[src/hw/host_port_consts.vh]
// constants of the multi-style host access port
// Functional notes
// - strap 5 serial,4 cs,3 rw,2 mux,1 boot
// - strap sampled once after reset release
// - cs style: access starts at cs fall
// - ack rises after cs fall, falls when done
// - cs style: write data at cs rise, release
// - rw style: separate read/write strobes with cs
// - ready low after read strobe, high data ready
// - ready low after write strobe, capture at rise
// - mux style latches address at ale fall
// - serial: address, rw, data, lsb first
// - serial input sampled on sclk rising edge
// - serial output edge chosen by edge select
// - edge select is serial address bit 1
// - serial clock may stop between accesses
`ifndef HOST_PORT_CONSTS_VH
`define HOST_PORT_CONSTS_VH
`define STYLE_BOOT     3'h1
`define STYLE_MUX      3'h2
`define STYLE_RW       3'h3
`define STYLE_CS       3'h4
`define STYLE_SERIAL   3'h5
`define ADDR_W         7
`define DATA_W         8
`define SER_RW_BIT     7
`define SER_DATA_FIRST 8
`define SER_LAST_BIT   15
`define EDGE_SEL_BIT   1
// register access latency in ns (internal access time)
`define ACCESS_NS      20
`define CLK_NS         4
`define ACCESS_CYC     ((`ACCESS_NS + `CLK_NS - 1) / `CLK_NS)
`endif

[src/hw/host_port.v]
// multi-style host access port: parallel, multiplexed and serial register access
`include "host_port_consts.vh"
module host_port (
	// clock and reset
	input  wire       clk,
	input  wire       rstn,
	// strap
	input  wire [2:0] bus_style_strap,
	// parallel host pins
	input  wire       chip_select_n,
	input  wire       write_strobe_n,
	input  wire       read_strobe_n,
	input  wire       addr_latch_en,
	input  wire [6:0] addr_in,
	input  wire [7:0] data_in,
	output reg  [7:0] data_out_ff,
	output reg        data_oe_ff,
	output reg        transfer_acknowledge_ff,
	output reg        ack_oe_ff,
	// serial host pins
	input  wire       serial_clk,
	input  wire       serial_in,
	output reg        serial_out_ff,
	output reg        serial_oe_ff,
	// internal register file side
	output reg        reg_wr_ff,
	output reg  [6:0] reg_addr_ff,
	output reg  [7:0] reg_wdata_ff,
	input  wire [7:0] reg_rdata,
	output reg  [2:0] active_style_ff
);
	localparam ST_IDLE = 2'h0;
	localparam ST_WAIT = 2'h1;
	localparam ST_DONE = 2'h2;
	localparam integer ACC_INT = `ACCESS_CYC;
	localparam [3:0] ACC_CYC = ACC_INT[3:0];

	// two-flop synchronisers for every pin input; the second stage alone feeds logic
	reg [4:0]  pin_s1_ff;
	reg [4:0]  pin_s2_ff;
	reg [2:0]  strap_s1_ff;
	reg [2:0]  strap_s2_ff;
	reg        strap_taken_ff;
	reg [1:0]  strap_fill_ff;
	reg [4:0]  pin_d_ff;
	wire       cs_n    = pin_s2_ff[0];
	wire       wr_n    = pin_s2_ff[1];
	wire       rd_n    = pin_s2_ff[2];
	wire       ale     = pin_s2_ff[3];
	wire       sclk    = pin_s2_ff[4];
	// bus fields pass through a two-flop chain of the same depth as the strobes, so both line up
	reg [6:0]  addr_s1_ff;
	reg [6:0]  addr_s2_ff;
	reg [7:0]  data_s1_ff;
	reg [7:0]  data_s2_ff;
	reg        sdi_s1_ff;
	reg        sdi_s2_ff;

	function edge_fall;
		input now;
		input was;
		edge_fall = was & ~now;
	endfunction

	always @(posedge clk or negedge rstn) begin
		if (!rstn) begin
			pin_s1_ff   <= 5'h07; // idle levels: strobes high, latch and serial clock low
			pin_s2_ff   <= 5'h07;
			pin_d_ff    <= 5'h07; // matches idle pins, so no false edge follows reset
			strap_s1_ff <= 3'h0;
			strap_s2_ff <= 3'h0;
			addr_s1_ff  <= 7'h00;
			addr_s2_ff  <= 7'h00;
			data_s1_ff  <= 8'h00;
			data_s2_ff  <= 8'h00;
			sdi_s1_ff   <= 1'b0;
			sdi_s2_ff   <= 1'b0;
		end else begin
			pin_s1_ff   <= {serial_clk, addr_latch_en, read_strobe_n, write_strobe_n, chip_select_n};
			pin_s2_ff   <= pin_s1_ff;
			pin_d_ff    <= pin_s2_ff;
			strap_s1_ff <= bus_style_strap;
			strap_s2_ff <= strap_s1_ff;
			addr_s1_ff  <= addr_in;
			addr_s2_ff  <= addr_s1_ff;
			data_s1_ff  <= data_in;
			data_s2_ff  <= data_s1_ff;
			sdi_s1_ff   <= serial_in;
			sdi_s2_ff   <= sdi_s1_ff;
		end
	end

	// strap taken once the synchroniser holds real pin values, not its reset zeros; later changes are ignored
	always @(posedge clk or negedge rstn) begin
		if (!rstn) begin
			strap_fill_ff   <= 2'h0;
			strap_taken_ff  <= 1'b0;
			active_style_ff <= 3'h0;
		end else begin
			strap_fill_ff <= {strap_fill_ff[0], 1'b1};
			if (strap_fill_ff[1] && !strap_taken_ff) begin
				strap_taken_ff  <= 1'b1;
				active_style_ff <= strap_s2_ff;
			end
		end
	end

	// style decode; boot reading is handled by a separate sequencer, so the port stays quiet
	wire sty_cs  = strap_taken_ff && active_style_ff == `STYLE_CS;
	wire sty_rw  = strap_taken_ff && active_style_ff == `STYLE_RW;
	wire sty_mux = strap_taken_ff && active_style_ff == `STYLE_MUX;
	wire sty_ser = strap_taken_ff && active_style_ff == `STYLE_SERIAL;
	wire sty_par = sty_cs | sty_rw | sty_mux;

	wire cs_fall   = edge_fall(cs_n, pin_d_ff[0]);
	wire cs_rise   = edge_fall(pin_d_ff[0], cs_n);
	wire wr_fall   = edge_fall(wr_n, pin_d_ff[1]);
	wire wr_rise   = edge_fall(pin_d_ff[1], wr_n);
	wire rd_fall   = edge_fall(rd_n, pin_d_ff[2]);
	wire rd_rise   = edge_fall(pin_d_ff[2], rd_n);
	wire ale_fall  = edge_fall(ale, pin_d_ff[3]);
	wire sclk_rise = edge_fall(pin_d_ff[4], sclk);
	wire sclk_fall = edge_fall(sclk, pin_d_ff[4]);

	reg [1:0]  state_ff;
	reg [3:0]  wait_cnt_ff;
	reg        is_write_ff;
	reg [6:0]  mux_addr_ff;
	reg [6:0]  ser_addr_ff;
	reg        ser_wr_ff;
	reg [7:0]  ser_wdata_ff;

	// parallel access sequencer
	always @(posedge clk or negedge rstn) begin
		if (!rstn) begin
			state_ff                <= ST_IDLE;
			wait_cnt_ff             <= 4'h0;
			is_write_ff             <= 1'b0;
			mux_addr_ff             <= 7'h00;
			data_out_ff             <= 8'h00;
			data_oe_ff              <= 1'b0;
			transfer_acknowledge_ff <= 1'b0;
			ack_oe_ff               <= 1'b0;
			reg_wr_ff               <= 1'b0;
			reg_addr_ff             <= 7'h00;
			reg_wdata_ff            <= 8'h00;
		end else begin
			reg_wr_ff <= 1'b0;
			if (sty_mux && ale_fall)
				mux_addr_ff <= data_s2_ff[6:0];
			if (!sty_par) begin
				// disabled or other style: ignore strobes, stay off the bus
				state_ff   <= ST_IDLE;
				data_oe_ff <= 1'b0;
				ack_oe_ff  <= 1'b0;
				if (sty_ser) begin
					// serial frames reach the register file through the same address and strobe
					reg_addr_ff <= ser_addr_ff;
					if (ser_wr_ff) begin
						reg_wr_ff    <= 1'b1;
						reg_wdata_ff <= ser_wdata_ff;
					end
				end
			end else if (cs_rise) begin
				// chip select gone: release data and ready
				if (sty_cs && is_write_ff) begin
					reg_wr_ff    <= 1'b1;
					reg_wdata_ff <= data_s2_ff;
				end
				state_ff                <= ST_IDLE;
				data_oe_ff              <= 1'b0;
				ack_oe_ff               <= 1'b0;
				transfer_acknowledge_ff <= 1'b0;
			end else if (sty_cs) begin
				case (state_ff)
					ST_IDLE: if (cs_fall) begin
						is_write_ff             <= ~wr_n;
						reg_addr_ff             <= addr_s2_ff;
						ack_oe_ff               <= 1'b1;
						transfer_acknowledge_ff <= 1'b1;
						wait_cnt_ff             <= ACC_CYC;
						state_ff                <= ST_WAIT;
					end
					ST_WAIT: if (wait_cnt_ff == 4'h0) begin
						if (!is_write_ff) begin
							data_out_ff <= reg_rdata;
							data_oe_ff  <= 1'b1;
						end
						transfer_acknowledge_ff <= 1'b0;
						state_ff                <= ST_DONE;
					end else begin
						wait_cnt_ff <= wait_cnt_ff - 4'h1;
					end
					default: state_ff <= ST_DONE;
				endcase
			end else begin
				// read/write-strobed and multiplexed styles share this path
				if (cs_fall) begin
					ack_oe_ff               <= 1'b1;
					transfer_acknowledge_ff <= 1'b1;
				end
				case (state_ff)
					ST_IDLE: if (!cs_n && (rd_fall || wr_fall)) begin
						is_write_ff             <= wr_fall;
						reg_addr_ff             <= sty_mux ? mux_addr_ff : addr_s2_ff;
						transfer_acknowledge_ff <= 1'b0;
						wait_cnt_ff             <= ACC_CYC;
						state_ff                <= ST_WAIT;
					end
					ST_WAIT: if (wait_cnt_ff == 4'h0) begin
						if (!is_write_ff) begin
							data_out_ff <= reg_rdata;
							data_oe_ff  <= 1'b1;
						end
						transfer_acknowledge_ff <= 1'b1;
						state_ff                <= ST_DONE;
					end else begin
						wait_cnt_ff <= wait_cnt_ff - 4'h1;
					end
					default: if (is_write_ff && wr_rise) begin
						reg_wr_ff    <= 1'b1;
						reg_wdata_ff <= data_s2_ff;
						state_ff     <= ST_IDLE;
					end else if (!is_write_ff && rd_rise) begin
						data_oe_ff <= 1'b0;
						state_ff   <= ST_IDLE;
					end
				endcase
			end
		end
	end

	// serial engine; works only on observed sclk edges, so a stopped clock is harmless
	reg [4:0]  bit_cnt_ff;
	reg        ser_read_ff;
	reg [7:0]  ser_shift_ff;
	wire       out_edge = ser_addr_ff[`EDGE_SEL_BIT] ? sclk_fall : sclk_rise;

	always @(posedge clk or negedge rstn) begin
		if (!rstn) begin
			bit_cnt_ff    <= 5'h00;
			ser_addr_ff   <= 7'h00;
			ser_read_ff   <= 1'b0;
			ser_shift_ff  <= 8'h00;
			ser_wr_ff     <= 1'b0;
			ser_wdata_ff  <= 8'h00;
			serial_out_ff <= 1'b0;
			serial_oe_ff  <= 1'b0;
		end else begin
			ser_wr_ff <= 1'b0;
			if (!sty_ser || cs_n) begin
				// frame ends with chip select, not with the serial clock
				bit_cnt_ff   <= 5'h00;
				serial_oe_ff <= 1'b0;
				ser_read_ff  <= 1'b0;
			end else begin
				if (sclk_rise && bit_cnt_ff <= 5'd`SER_LAST_BIT) begin
					bit_cnt_ff <= bit_cnt_ff + 5'h01;
					if (bit_cnt_ff < 5'd`SER_RW_BIT)
						ser_addr_ff[bit_cnt_ff[2:0]] <= sdi_s2_ff;
					else if (bit_cnt_ff == 5'd`SER_RW_BIT) begin
						ser_read_ff  <= sdi_s2_ff;
						ser_shift_ff <= reg_rdata;
					end else begin
						ser_wdata_ff[bit_cnt_ff[2:0]] <= sdi_s2_ff;
						if (bit_cnt_ff == 5'd`SER_LAST_BIT && !ser_read_ff)
							ser_wr_ff <= 1'b1;
					end
				end
				if (ser_read_ff && out_edge && bit_cnt_ff >= 5'd`SER_DATA_FIRST) begin
					serial_out_ff <= ser_shift_ff[0];
					ser_shift_ff  <= {1'b0, ser_shift_ff[7:1]};
					serial_oe_ff  <= 1'b1;
				end
			end
		end
	end

endmodule

[config.mk]
export PLATFORM = sky130hd
export DESIGN_NAME = host_port
export DESIGN_NICKNAME = d
export VERILOG_FILES = /design/src/hw/host_port.v
export VERILOG_INCLUDE_DIRS = /design/src /design/src/hw
export SDC_FILE = /design/constraint.sdc
export NUM_CORES = 1
export LEC_CHECK = 0
export BUFFER_PORTS_ARGS = -buffer_cell sky130_fd_sc_hd__buf_4
export CELL_PAD_IN_SITES_DETAIL_PLACEMENT = 0
export CELL_PAD_IN_SITES_GLOBAL_PLACEMENT = 2
export CORE_MARGIN = 2
export CORE_UTILIZATION = 35
export DETAILED_ROUTE_END_ITERATION = 12
export GPL_ROUTABILITY_DRIVEN = 1
export PLACE_DENSITY = 0.81
export SYNTH_ARGS = -nofsm -noshare
export SYNTH_HDL_FRONTEND = slang
export SYNTH_SLANG_ARGS = --single-unit
[constraint.sdc]
create_clock -name clk -period 2.5 [get_ports clk]
set_input_delay 0.5 -clock clk [delete_from_list [all_inputs] [get_ports clk]]
set_output_delay 0.5 -clock clk [all_outputs]
set_load 0.005 [all_outputs]
### Word-level counts from Yosys, hierarchy flattened

Index checks and enable logic that the tools add are counted.

* $add $sub $neg: 2
* magnitude comparators: 5
* eq/ne operators: 30
* mux-type cells: 90
* bitwise logic cells: 25
* reductions and logical operators: 47

Operator list (number)
* 8-bit two-way mux: 12
* 7-bit two-way mux: 9
* 1-bit two-way mux: 45
* 5-bit AND reduction: 4
* 2-bit nonzero test: 9
* 2-bit two-way mux: 8
* 4-bit two-way mux: 4
* 4-bit case mux with 2 select lines: 2
* 1-bit logical AND: 15
* 3-bit by 2-bit inequality test with 1-bit output (second input constant): 5
* 1-bit NOT: 14
* 3-bit AND reduction: 4
* 4-bit AND reduction: 3
* 5-bit two-way mux: 2
* 5-bit inequality test (second input constant): 2
* 1-bit AND: 9
* 8-bit bitwise mux: 1
* 4-bit by 1-bit inequality test with 1-bit output (second input constant): 2
* 4-bit by 2-bit inequality test with 1-bit output (second input constant): 2
* 4-bit inequality test (second input constant): 2
* 2-bit case mux with 2 select lines: 2
* 7-bit bitwise mux: 1
* 7-bit by 2-bit inequality test with 1-bit output (second input constant): 1
* 3-bit by 2-bit equality test with 1-bit output (second input constant): 2
* 26 further kinds: 39

* flip-flop bits (word level): 132
* output and inout port bits: 32
* word-level logic and storage cells: 232

### Depth between registers and ports, before layout

Gate-level depths: netlist of run 1.

* depth in word-level cells: 9
* gate-level depth with buffers: 9
* gate-level depth less buffers: 8

### Worst setup path before layout of run 1

Ideal clock, no wire load.

* path type: register to register
* start point: register bit_cnt_ff[2]
* end point: register ser_wdata_ff[2]
* arrival time: 2.361 ns
* path slack: 0.012 ns
* stages on the path, launching flop included: 9
* buffers on the path: 2
* period minus slack after synthesis: 2.488 ns
* cells stage by stage: dfrtp_1 > clkbuf_1 > and3_1 > ha_1 > nor2b_1 > or4b_1 > buf_6 > nor4_1 > mux2_1

* longest elaborated chain between the ends: 5
* elaborated cells between the ends (all ways): 13

RTL lines
* from (decl): RTL line host_port.v:234 `reg [4:0] bit_cnt_ff;`
* from (signal assigned): RTL line host_port.v:258 `bit_cnt_ff <= bit_cnt_ff + 5'h01;`
* 3-bit by 4-bit less-than comparator with 1-bit output (not written as such) or 3-bit by 1-bit greater-or-equal comparator with 1-bit output (tied branches): RTL line host_port.v:265 `ser_wdata_ff[bit_cnt_ff[2:0]] <= sdi_s2_ff;`
* 1-bit logical AND (not written as such): RTL line host_port.v:265
* 1-bit two-way mux (not written as such): RTL line host_port.v:265
* 1-bit demux with 3-bit select: RTL line host_port.v:265
* 8-bit bitwise mux: RTL line host_port.v:265
* to (signal, indexed assignment): RTL line host_port.v:265
* to (decl): RTL line host_port.v:131 `reg [7:0] ser_wdata_ff;`

Several ways; a longest one is shown, not always the timed one.
A chain may end at the register's enable or synchronous reset.

### Worst setup path after layout of run 1

* start point: register bit_cnt_ff[0]
* end point: register ser_wdata_ff[3]

Same word-level chain as after synthesis.

==> flow_metrics.env, run 1 <==
export IMPL_synth_seq_area_share=0.6343
export IMPL_worst_slew_pin_slew_ns=0.8886
export IMPL_stdcell_count=690
export IMPL_synth_nets=450
export IMPL_rows=44
export IMPL_grt_start_max_net_pins=68
export IMPL_syn_area_sq_mm=0.005225
export IMPL_period_share=0.9331
export IMPL_synth_commonest_cells="dfrtp_1 (123), mux2_2 (39), nor2_1 (39)"
export IMPL_core_area_sq_mm=0.01453
export IMPL_clk_latency_ns=0.42
export IMPL_p_leak_uw=0.002976
export IMPL_min_period_ns=2.333
export IMPL_die_x_microns=126.2
export IMPL_clock_path_buffers=2
export IMPL_syn_inst=410
export IMPL_pin_count=66
export IMPL_drc=0
export IMPL_die_h_microns=126.2
export IMPL_drt_first_pass_iters=6
export IMPL_die_area_sq_mm=0.01592
export IMPL_tns_ns=0
export IMPL_nets=533
export IMPL_synthArstFlopShare=1.000
export IMPL_clock_sinks=132
export IMPL_hp_class="in2reg"
export IMPL_status="finished, final reports clean"
export IMPL_slew_headroom=0.4040
export IMPL_yosysTopAreaCellShare=0.5891
export IMPL_hold_viol_final=0
export IMPL_dp_hpwl_microns=7082
export IMPL_ys_ff_latch=132
export IMPL_cp_slowest_stage_delay_ns=0.60
export IMPL_critPathCaptureType="flop"
export IMPL_dp_cells=657
export IMPL_io_buffers=65
export IMPL_tritoncts="yes"
export IMPL_cp_required_ns=2.80
export IMPL_cp_buffers_inverters=0
export IMPL_grt_pass1_vias=3385
export IMPL_ir_worst_vdd_uv=497.5
export IMPL_post_cts_buffers=0
export IMPL_area_growth_pct=25.84
export IMPL_yosysMostFrequentCell="dfrtp_1"
export IMPL_crit_type="reg2reg"
export IMPL_drt_iter0_drc=151
export IMPL_start_util=0.3595
export IMPL_cts_max_level=4
export IMPL_gp_congestion=0.7839
export IMPL_insertedDiodeCount=0
export IMPL_arrival_ns=2.63
export IMPL_synth_avg_cell_area_sq_um=12.74
export IMPL_cts_buffers=17
export IMPL_clkTransAtPathRegs_ns=0.06
export IMPL_num_vias=3344
export IMPL_crit_chain="ha_1 -> and3_1 -> ha_1 -> nor2b_1 -> or4b_4 -> nor4_1 -> mux2_1"
export IMPL_start_kind="flop"
export IMPL_synth_top_cell_by_area="dfrtp_1"
export IMPL_antenna_found_initial=0
export IMPL_slew_violations=0
export IMPL_postRouteAntennaNets=0
export IMPL_achievable_frequency_ghz=0.4287
export IMPL_worstPathMaxFanout=9
export IMPL_wirelength_microns=10110
export IMPL_setup_viol=0
export IMPL_power_density_mw_per_mm2=882.4
export IMPL_drive_gt1_frac=0.3340
export IMPL_grt_pass1_wl_microns=16910
export IMPL_fillers=1359
export IMPL_crit_top_cell="ha_1"
export IMPL_wl_per_cell_microns=14.64
export IMPL_netlist_top_cells_area="dfrtp_1 (59%), mux2_2 (8.4%), mux2i_1 (4.6%)"
export IMPL_synth_edff_count=0
export IMPL_grt_usage=0.1352
export IMPL_cp_top_family="simple AND/OR/NAND/NOR gates"
export IMPL_synthFlopType="dfrtp_1"
export IMPL_finClkSkew_ns=0.008873
export IMPL_fin_hold_ws_ns=0.1822
export IMPL_synthDistinctLibCells=53
export IMPL_via_per_inst=4.846
export IMPL_crit_slowest_cell="or4b_4"
export IMPL_rsz0062_at_grt="false"
export IMPL_grt_overflow_total=0
export IMPL_yosys_warnings=0
export IMPL_root_buffer="clkbuf_16"
export IMPL_maxCapViolCount=0
## through the flow
stage | area, sq um | setup slack (ns) | power, uW | utilization
global placement | 5984 | 0.08149 | 3436 | 0.4118
global route | 6575 | 0.05078 | 6083 | 0.4524
finish | 6575 | 0.1672 | 5802 | 0.4524
detailed placement | 5984 | -0.06255 | 3461 | 0.4118
floorplan | 5225 | 0.01163 | 3014 | -
CTS | 6575 | 0.1302 | 5883 | 0.4524
## where the power goes
part           switching [uW]  internal [uW]  total [uW]  leakage (uW)
clock network            1060           1330        2390      0.000282
logic                     357            466         823       0.00108
registers                 176           2410        2590       0.00162
total                    1590           4210        5800       0.00298
## cell usage in the layout, fill, tap and decap left out, types with 2 or more instances in the layout
master     instances
a211oi_1           4
a21oi_1           34
and2_1             3
and3_1             2
buf_4             78
clkbuf_16         17
dfrtp_1          123
dfstp_2            9
ha_1               6
inv_1             12
inv_6              8
inv_8              6
mux2_1             3
mux2_2            39
mux2i_1           24
nand2_1           21
nand2b_1           4
nand3_1            7
nand3b_1           3
nand4bb_1          2
nor2_1            39
nor2b_1            5
nor3_1             8
nor3b_1            2
nor4_1             4
nor4_2             3
o211ai_1           2
o21ai_0            5
o22ai_1            2
o31ai_1            2
xor2_1             2
## metal layers
| layer | vias to the layer above | share of wire | global-route usage |
|---|---|---|---|
| met5 | - | 0 | 0 |
| met4 | 0 | 0.015 | 0.05818 |
| met3 | 11 | 0.045 | 0.04121 |
| met2 | 71 | 0.45 | 0.2034 |
| met1 | 1659 | 0.49 | 0.1821 |
| li1 | 1603 | - | - |
## sequential cells by signal, summed over array words and instances, names as in the netlist, 7 cells and up
name          count
mux_addr_ff       7
ser_shift_ff      8
addr_s2_ff        7
ser_addr_ff       7
data_s2_ff        8
data_s1_ff        8
ser_wdata_ff      8
data_out_ff       8
addr_s1_ff        7
reg_wdata_ff      8
reg_addr_ff       7
## logic make-up (layout without fill, tap and decap cells)
logic type / Yosys count / in the layout / synth area share
compound gates: 59 / 59 / 0.06729
simple gates: 115 / 115 / 0.1185
flops: 132 / 132 / 0.6343
xor+xnor: 3 / 3 / 0.005030
mux: 66 / 66 / 0.1365
fa+ha+maj: 6 / 6 / 0.01437
buf+inv: 28 / 124 / 0.02323
other cells: 1 / 1 / 0.0007177
## layout make-up
class,count,area [sq um],area share
clock buffers,17,425.4,0.06470
clock inverters,15,145.1,0.02207
inverters,12,45.04,0.006851
multi-input cells,250,1799,0.2736
flip-flops and latches,132,3314,0.5041
well taps,184,230.2,0.03501
repair buffers,80,615.6,0.09363
## timing repair
action / 4_1_cts / 5_1_grt
endpoints found under the setup margin: 1 / 0
hold buffers: 1 / 0
resized for setup: 2 / 0
hold endpoints to repair: 13 / 0
## final timing paths
kind                               start              end  slack [ns]  cells after the start
max                        bit_cnt_ff[0]  ser_wdata_ff[3]        0.17                      7
min                           data_in[4]    data_s1_ff[4]        0.18                      1
max reg2reg                bit_cnt_ff[0]  ser_wdata_ff[3]        0.17                      7
min reg2reg                addr_s1_ff[2]    addr_s2_ff[2]        0.35                      0
max in group asynchronous           rstn      pin_d_ff[1]        1.34                      3
min in group asynchronous           rstn      state_ff[0]        0.51                      2
(Power assumes the default switching activity.)
==> run 2, diff against run 1 <==
--- a/config.mk
+++ b/config.mk
@@ -10,10 +10,10 @@
 export CELL_PAD_IN_SITES_DETAIL_PLACEMENT = 0
 export CELL_PAD_IN_SITES_GLOBAL_PLACEMENT = 2
 export CORE_MARGIN = 2
-export CORE_UTILIZATION = 35
+export CORE_UTILIZATION = 30
 export DETAILED_ROUTE_END_ITERATION = 12
 export GPL_ROUTABILITY_DRIVEN = 1
-export PLACE_DENSITY = 0.81
+export PLACE_DENSITY = 0.72
 export SYNTH_ARGS = -nofsm -noshare
 export SYNTH_HDL_FRONTEND = slang
 export SYNTH_SLANG_ARGS = --single-unit
==> run 2 against run 1 <==
Non-clock buffer count is 1 higher. Clock skew is 0.0011 ns higher. Flip-flop and latch count stayed put. Global-route usage is 1.1 points lower. Hold slack worse by 0.063 ns. Critical path depth stayed put. Combinational power is 2% higher. Register-to-register slack hardly changed. Sequential power hardly changed. Largest power group unchanged.
==> flow_metrics.env, run 2 (same netlist as run 1, synthesis figures left out) <==
export IMPL_slew_violations=0
export IMPL_crit_type="reg2reg"
export IMPL_grt_overflow_total=0
export IMPL_grt_pass1_wl_microns=17680
export IMPL_fin_hold_ws_ns=0.1188
export IMPL_cp_required_ns=2.79
export IMPL_fin_area_sq_mm=0.006664
export IMPL_postRouteAntennaNets=0
export IMPL_grt_usage=0.1241
export IMPL_period_share=0.9355
export IMPL_nets=534
export IMPL_multi_input_area_sq_mm=0.001805
export IMPL_fillers=1705
export IMPL_worst_slew_pin_slew_ns=0.8697
export IMPL_status="finished, final reports clean"
export IMPL_p_leak_uw=0.002978
export IMPL_arrival_ns=2.63
export IMPL_ir_worst_vdd_uv=518.1
export IMPL_cts_max_level=4
export IMPL_grt_pass1_vias=3518
export IMPL_die_x_microns=136.0
export IMPL_seq_area_sq_mm=0.003314
export IMPL_clkTransAtPathRegs_ns=0.06
export IMPL_gp_congestion=0.7781
export IMPL_most_common_layout_cells="dfrtp_1 (123), buf_4 (78), nor2_1 (39), mux2_2 (39), a21oi_1 (34)"
export IMPL_io_buffers=65
export IMPL_slew_headroom=0.4167
export IMPL_rsz0062_at_grt="false"
export IMPL_sequentialPowerShare=0.446
export IMPL_rows=48
export IMPL_drc=0
export IMPL_finClkSkew_ns=0.01002
export IMPL_power_density_mw_per_mm2=870.8
export IMPL_finalPower_uw=5803
export IMPL_worstPathMaxFanout=9
export IMPL_die_h_microns=136.0
export IMPL_reg2reg_slack_ns=0.16
export IMPL_root_buffer="clkbuf_16"
export IMPL_hold_viol_final=0
export IMPL_critPathCaptureType="flop"
export IMPL_start_kind="flop"
export IMPL_r2r_end="ser_wdata_ff[2]"
export IMPL_pin_count=66
export IMPL_rr_worst_depth=7
export IMPL_via_per_inst=4.523
export IMPL_tritoncts="yes"
export IMPL_drt_iter0_drc=158
export IMPL_placed_cell_area_sq_mm=0.006076
export IMPL_start_util=0.3042
export IMPL_final_util=0.3880
export IMPL_clock_sinks=132
export IMPL_cts_buffers=17
export IMPL_die_area_sq_mm=0.01849
export IMPL_insertedDiodeCount=0
export IMPL_critPathLaunch="bit_cnt_ff[0]"
export IMPL_drt_first_pass_iters=4
export IMPL_dp_hpwl_microns=7394
export IMPL_cts_hold_buf=0
export IMPL_intPower_uw=4287
export IMPL_pwr_share_clk=0.409
export IMPL_core_area_sq_mm=0.01718
export IMPL_maxCapViolCount=0
export IMPL_hp_class="in2async"
export IMPL_p_switching_uw=1516
export IMPL_crit_path_end="ser_wdata_ff[2]"
export IMPL_clk_latency_ns=0.41
export IMPL_rr_startpoint="bit_cnt_ff[0]"
export IMPL_wl_per_cell_microns=14.23
export IMPL_layout_commonest_cell="dfrtp_1"
export IMPL_swShare=0.2612
export IMPL_clock_path_buffers=2
export IMPL_drive_gt1_frac=0.3373
export IMPL_wirelength_microns=10420
export IMPL_setup_viol=0
export IMPL_pre_cts_ws_ns=-0.02455
export IMPL_min_period_ns=2.339
export IMPL_num_vias=3311
export IMPL_finalWorstSetupSlack_ns=0.1613
export IMPL_antenna_found_initial=0
export IMPL_grt_start_max_net_pins=51
export IMPL_achievable_frequency_ghz=0.4276
export IMPL_area_growth_pct=27.54
export IMPL_combPwrFrac=0.145
-- run 2: cell count changes in the layout (fill, tap and decap cells not counted), sizes merged --
cell	before	now
buf	79	81
clkinv	0	3
dlygate4sd3	1	0
bufinv	0	1
clkbuf	17	18
inv	26	19
clkinvlp	1	3
-- run 2: metrics by stage --
stage,setup TNS [ns],instances
floorplan,0,410
global placement,0,700
detailed placement,-0.04630,700
CTS,0,732
global route,0,732
finish,0,732
-- run 2: how the worst min path moves through the flow --
stage	endpoint	slack, ns	cells after the start
final	wait_cnt_ff[1]	0.12	1
after global routing	addr_s1_ff[1]	0.16	1
after CTS	wait_cnt_ff[1]	0.14	1
after detailed placement	data_s2_ff[2]	0.33	0
after global placement	strap_fill_ff[1]	0.33	0
after floorplan	ack_oe_ff	0.20	0
-- run 2: worst max-delay path, cell delays in order (launching register included) --
cell,delay [ns]
dfrtp_1,0.35
ha_1,0.19
and3_1,0.17
ha_1,0.18
nor2b_1,0.07
or4b_4,0.60
nor4_2,0.31
mux2_1,0.35
-- run 2: timing repair --
action,in CTS,in global routing
buffers inserted,0,0
setup endpoints to repair,2,2
resized for setup,1,2
pin swaps,0,0
endpoints found under the hold margin,0,0
-- run 2: per-layer routing --
metal / track usage / wire (microns) / vias up
li1: - / - / 1609
met1: 0.1615 / 4934 / 1629
met2: 0.1975 / 4878 / 65
met3: 0.04362 / 507 / 8
met4: 0.03241 / 94 / 0
met5: 0 / 0 / -
-- run 2: cell type report --
type,instances,share of cell area
clock buffers,18,0.06440
clock inverters,14,0.02140
inverters,12,0.006759
multi-input cells,250,0.2709
flip-flops and latches,132,0.4974
well taps,225,0.04225
repair buffers,81,0.09688
-- run 2: power groups by stage --
stage               clock network (uW)  logic (uW)  registers (uW)
finish                            2380         839            2590
global route                      2540         942            2630
CTS                               2440         861            2590
detailed placement                   0         854            2630
global placement                     0         842            2630
floorplan                            0         418            2600
==> run 3, diff against run 2 <==
--- a/config.mk
+++ b/config.mk
@@ -6,6 +6,7 @@
 export SDC_FILE = /design/constraint.sdc
 export NUM_CORES = 1
 export LEC_CHECK = 0
+export ABC_AREA = 1
 export BUFFER_PORTS_ARGS = -buffer_cell sky130_fd_sc_hd__buf_4
 export CELL_PAD_IN_SITES_DETAIL_PLACEMENT = 0
 export CELL_PAD_IN_SITES_GLOBAL_PLACEMENT = 2
@@ -13,7 +14,7 @@
 export CORE_UTILIZATION = 30
 export DETAILED_ROUTE_END_ITERATION = 12
 export GPL_ROUTABILITY_DRIVEN = 1
-export PLACE_DENSITY = 0.72
+export PLACE_DENSITY = 0.77
 export SYNTH_ARGS = -nofsm -noshare
 export SYNTH_HDL_FRONTEND = slang
 export SYNTH_SLANG_ARGS = --single-unit
==> run 3 against run 2 <==
Critical endpoint is now ser_wdata_ff[4]. Setup slack gained 0.32 ns. Final area grew 5.8%. Sequential power grew 4%. Total power grew 15%. Combinational power grew 70%. Highest routed layer unchanged. Flip-flop and latch count is the same. Synthesized cell count grew 49%. Global-route usage grew 1.3 points. Clock skew shrank 0.0010 ns. Largest power group unchanged. Maximum frequency grew 16%. Via count grew 28%.
==> flow_metrics.env, run 3 <==
export IMPL_most_common_layout_cells="nand2_1 (177), dfrtp_1 (123), inv_1 (74)"
export IMPL_rows=50
export IMPL_synth_commonest_cells="nand2_1 (177), dfrtp_1 (123), inv_1 (74)"
export IMPL_r2r_end="ser_wdata_ff[4]"
export IMPL_synthXorXnorAreaFrac=0.003063
export IMPL_synthAdderAreaFrac=0.01313
export IMPL_drt_first_pass_iters=4
export IMPL_layout_commonest_cell="nand2_1"
export IMPL_die_x_microns=142.1
export IMPL_num_vias=4239
export IMPL_critPathCaptureType="flop"
export IMPL_wl_met2_microns=6209
export IMPL_grt_pass1_vias=4321
export IMPL_multi_input_area_sq_mm=0.001999
export IMPL_cts_buffers=17
export IMPL_area_growth_pct=23.30
export IMPL_top_layer="met4"
export IMPL_wl_per_cell_microns=13.81
export IMPL_post_cts_buffers=0
export IMPL_dp_hpwl_microns=9417
export IMPL_status="finished, final reports clean"
export IMPL_root_buffer="clkbuf_16"
export IMPL_synth_top_family_by_area="simple AND/OR/NAND/NOR gates"
export IMPL_synth_seq_area_share=0.5795
export IMPL_finalWorstSetupSlack_ns=0.4815
export IMPL_achievable_frequency_ghz=0.4954
export IMPL_cts_hold_buf=0
export IMPL_period_share=0.8074
export IMPL_yosys_warnings=0
export IMPL_reg2reg_slack_ns=0.48
export IMPL_insertedDiodeCount=0
export IMPL_power_density_mw_per_mm2=944.2
export IMPL_sequentialPowerShare=0.404
export IMPL_clk_latency_ns=0.42
export IMPL_pin_count=66
export IMPL_syn_inst=611
export IMPL_drive_gt1_frac=0.2246
export IMPL_io_buffers=65
export IMPL_post_cts_resized=0
export IMPL_min_period_ns=2.019
export IMPL_critPathLaunch="bit_cnt_ff[1]"
export IMPL_arrival_ns=2.38
export IMPL_die_h_microns=142.1
export IMPL_swShare=0.3072
export IMPL_tritoncts="yes"
export IMPL_maxCapViolCount=0
export IMPL_crit_path_end="ser_wdata_ff[4]"
export IMPL_synth_nets=651
export IMPL_cts_max_level=4
export IMPL_p_switching_uw=2045
export IMPL_finalPower_uw=6658
export IMPL_nets=726
export IMPL_grt_start_max_net_pins=48
export IMPL_intPower_uw=4613
export IMPL_hold_viol_final=0
export IMPL_yosysMostFrequentCell="nand2_1"
export IMPL_postRouteAntennaNets=0
export IMPL_rr_startpoint="bit_cnt_ff[1]"
export IMPL_yosys_area_share_simple=0.2632
export IMPL_synthDistinctLibCells=39
export IMPL_worstPathMaxFanout=9
export IMPL_netlist_top_cells_area="dfrtp_1 (54%), nand2_1 (12%), inv_1 (4.9%)"
export IMPL_ys_ff_latch=132
export IMPL_grt_overflow_total=0
export IMPL_synth_top_cell_by_area="dfrtp_1"
export IMPL_antenna_found_initial=0
export IMPL_tns_ns=0
export IMPL_rsz0062_at_grt="false"
export IMPL_gp_congestion=0.8069
export IMPL_synthArstFlopShare=1.000
export IMPL_grt_usage=0.1371
export IMPL_met1_length_microns=5957
export IMPL_rr_worst_depth=10
export IMPL_seq_area_sq_mm=0.003314
export IMPL_pwr_share_clk=0.381
export IMPL_fillers=1858
export IMPL_crit_type="reg2reg"
export IMPL_hp_class="in2async"
export IMPL_combPwrFrac=0.215
export IMPL_slew_headroom=0.5305
export IMPL_synth_edff_count=0
export IMPL_clock_sinks=132
export IMPL_synth_compound_area_frac=0.06563
export IMPL_pre_cts_ws_ns=0.5402
export IMPL_clock_path_buffers=2
export IMPL_synth_mux_area_frac=0.003938
export IMPL_p_leak_uw=0.003519
export IMPL_synth_avg_cell_area_sq_um=9.360
export IMPL_finClkSkew_ns=0.008980
export IMPL_slew_violations=0
export IMPL_core_area_sq_mm=0.01871
export IMPL_clkTransAtPathRegs_ns=0.06
export IMPL_cp_required_ns=2.86
export IMPL_ir_worst_vdd_uv=463.7
export IMPL_yosysTopAreaCellShare=0.5382
export IMPL_route_met3_wl_microns=454
export IMPL_syn_area_sq_mm=0.005719
export IMPL_grt_pass1_wl_microns=21240
export IMPL_die_area_sq_mm=0.02018
export IMPL_drc=0
export IMPL_drt_iter0_drc=169
export IMPL_start_kind="flop"
export IMPL_worst_slew_pin_slew_ns=0.6989
export IMPL_wirelength_microns=12890
export IMPL_start_util=0.3058
export IMPL_synthFlopType="dfrtp_1"
export IMPL_setup_viol=0
export IMPL_via_per_inst=4.543
[run 3: changes by cell type after synthesis, sizes merged, moves of 7 or more]
cell    delta
nand2    +165
inv       +68
nand3     +47
o21ai     +41
mux2      -40
mux2i     -24
nand4     +23
a21oi     -20
clkbuf     -7
[run 3: metal layers]
metal  GRT usage  vias up
met4     0.05526        0
met1      0.1721     2033
li1            -     2111
met3     0.03735       18
met5           0        -
met2      0.2245       77
[run 3: power groups by stage]
| stage | Clock (uW) | Combinational [uW] | Sequential (uW) |
|---|---|---|---|
| 2_1_floorplan | 0 | 887 | 2690 |
| 6_report | 2540 | 1430 | 2690 |
| 3_5_place_dp | 0 | 1460 | 2730 |
| 3_3_place_gp | 0 | 1440 | 2720 |
| 4_1_cts | 2600 | 1460 | 2690 |
| 5_1_grt | 2690 | 1630 | 2730 |
[run 3: final cells by class]
type / instances / area share
clock buffers: 17 / 0.06033
clock inverters: 15 / 0.02555
inverters: 81 / 0.04329
multi-input cells: 385 / 0.2835
flip-flops and latches: 132 / 0.4700
well taps: 234 / 0.04152
repair buffers: 69 / 0.07576
[run 3: critical path: stages, from the launching register on]
cell	delay, ns
dfrtp_1	0.48
ha_1	0.30
nand2_1	0.09
nor2_1	0.11
ha_1	0.16
inv_1	0.07
nand2_1	0.18
nand3_4	0.13
nor2_4	0.21
nand3_1	0.12
nand2_1	0.10
[run 3: through the flow]
stage	hold WS, ns	utilization	cell area [sq um]	std cells
2_1_floorplan	0.2044	-	5719	611
3_3_place_gp	0.3331	0.3446	6446	901
3_5_place_dp	0.3355	0.3446	6446	901
4_1_cts	0.01515	0.3770	7052	933
5_1_grt	0.03461	0.3770	7052	933
6_report	0.008711	0.3770	7052	933
[run 3: how the worst min path moves through the flow]
stage	start	to	slack, ns	cells after the start
2_1_floorplan	rstn	ack_oe_ff	0.20	0
3_3_place_gp	pin_s1_ff[4]	pin_s2_ff[4]	0.33	0
3_5_place_dp	data_s1_ff[3]	data_s2_ff[3]	0.34	0
4_1_cts	rstn	reg_wdata_ff[1]	0.02	1
5_1_grt	rstn	reg_wr_ff	0.03	1
6_report	rstn	reg_wdata_ff[1]	0.009	1
[run 3: logic make-up after synthesis]
logic type                 Yosys count
AOI/OAI and AO/OA                   64
xor gates and xnor gates             2
adders and majority gates            6
buffers and inverters               94
DFF                                132
muxes                                2
other                                1
and+or+nand+nor                    310
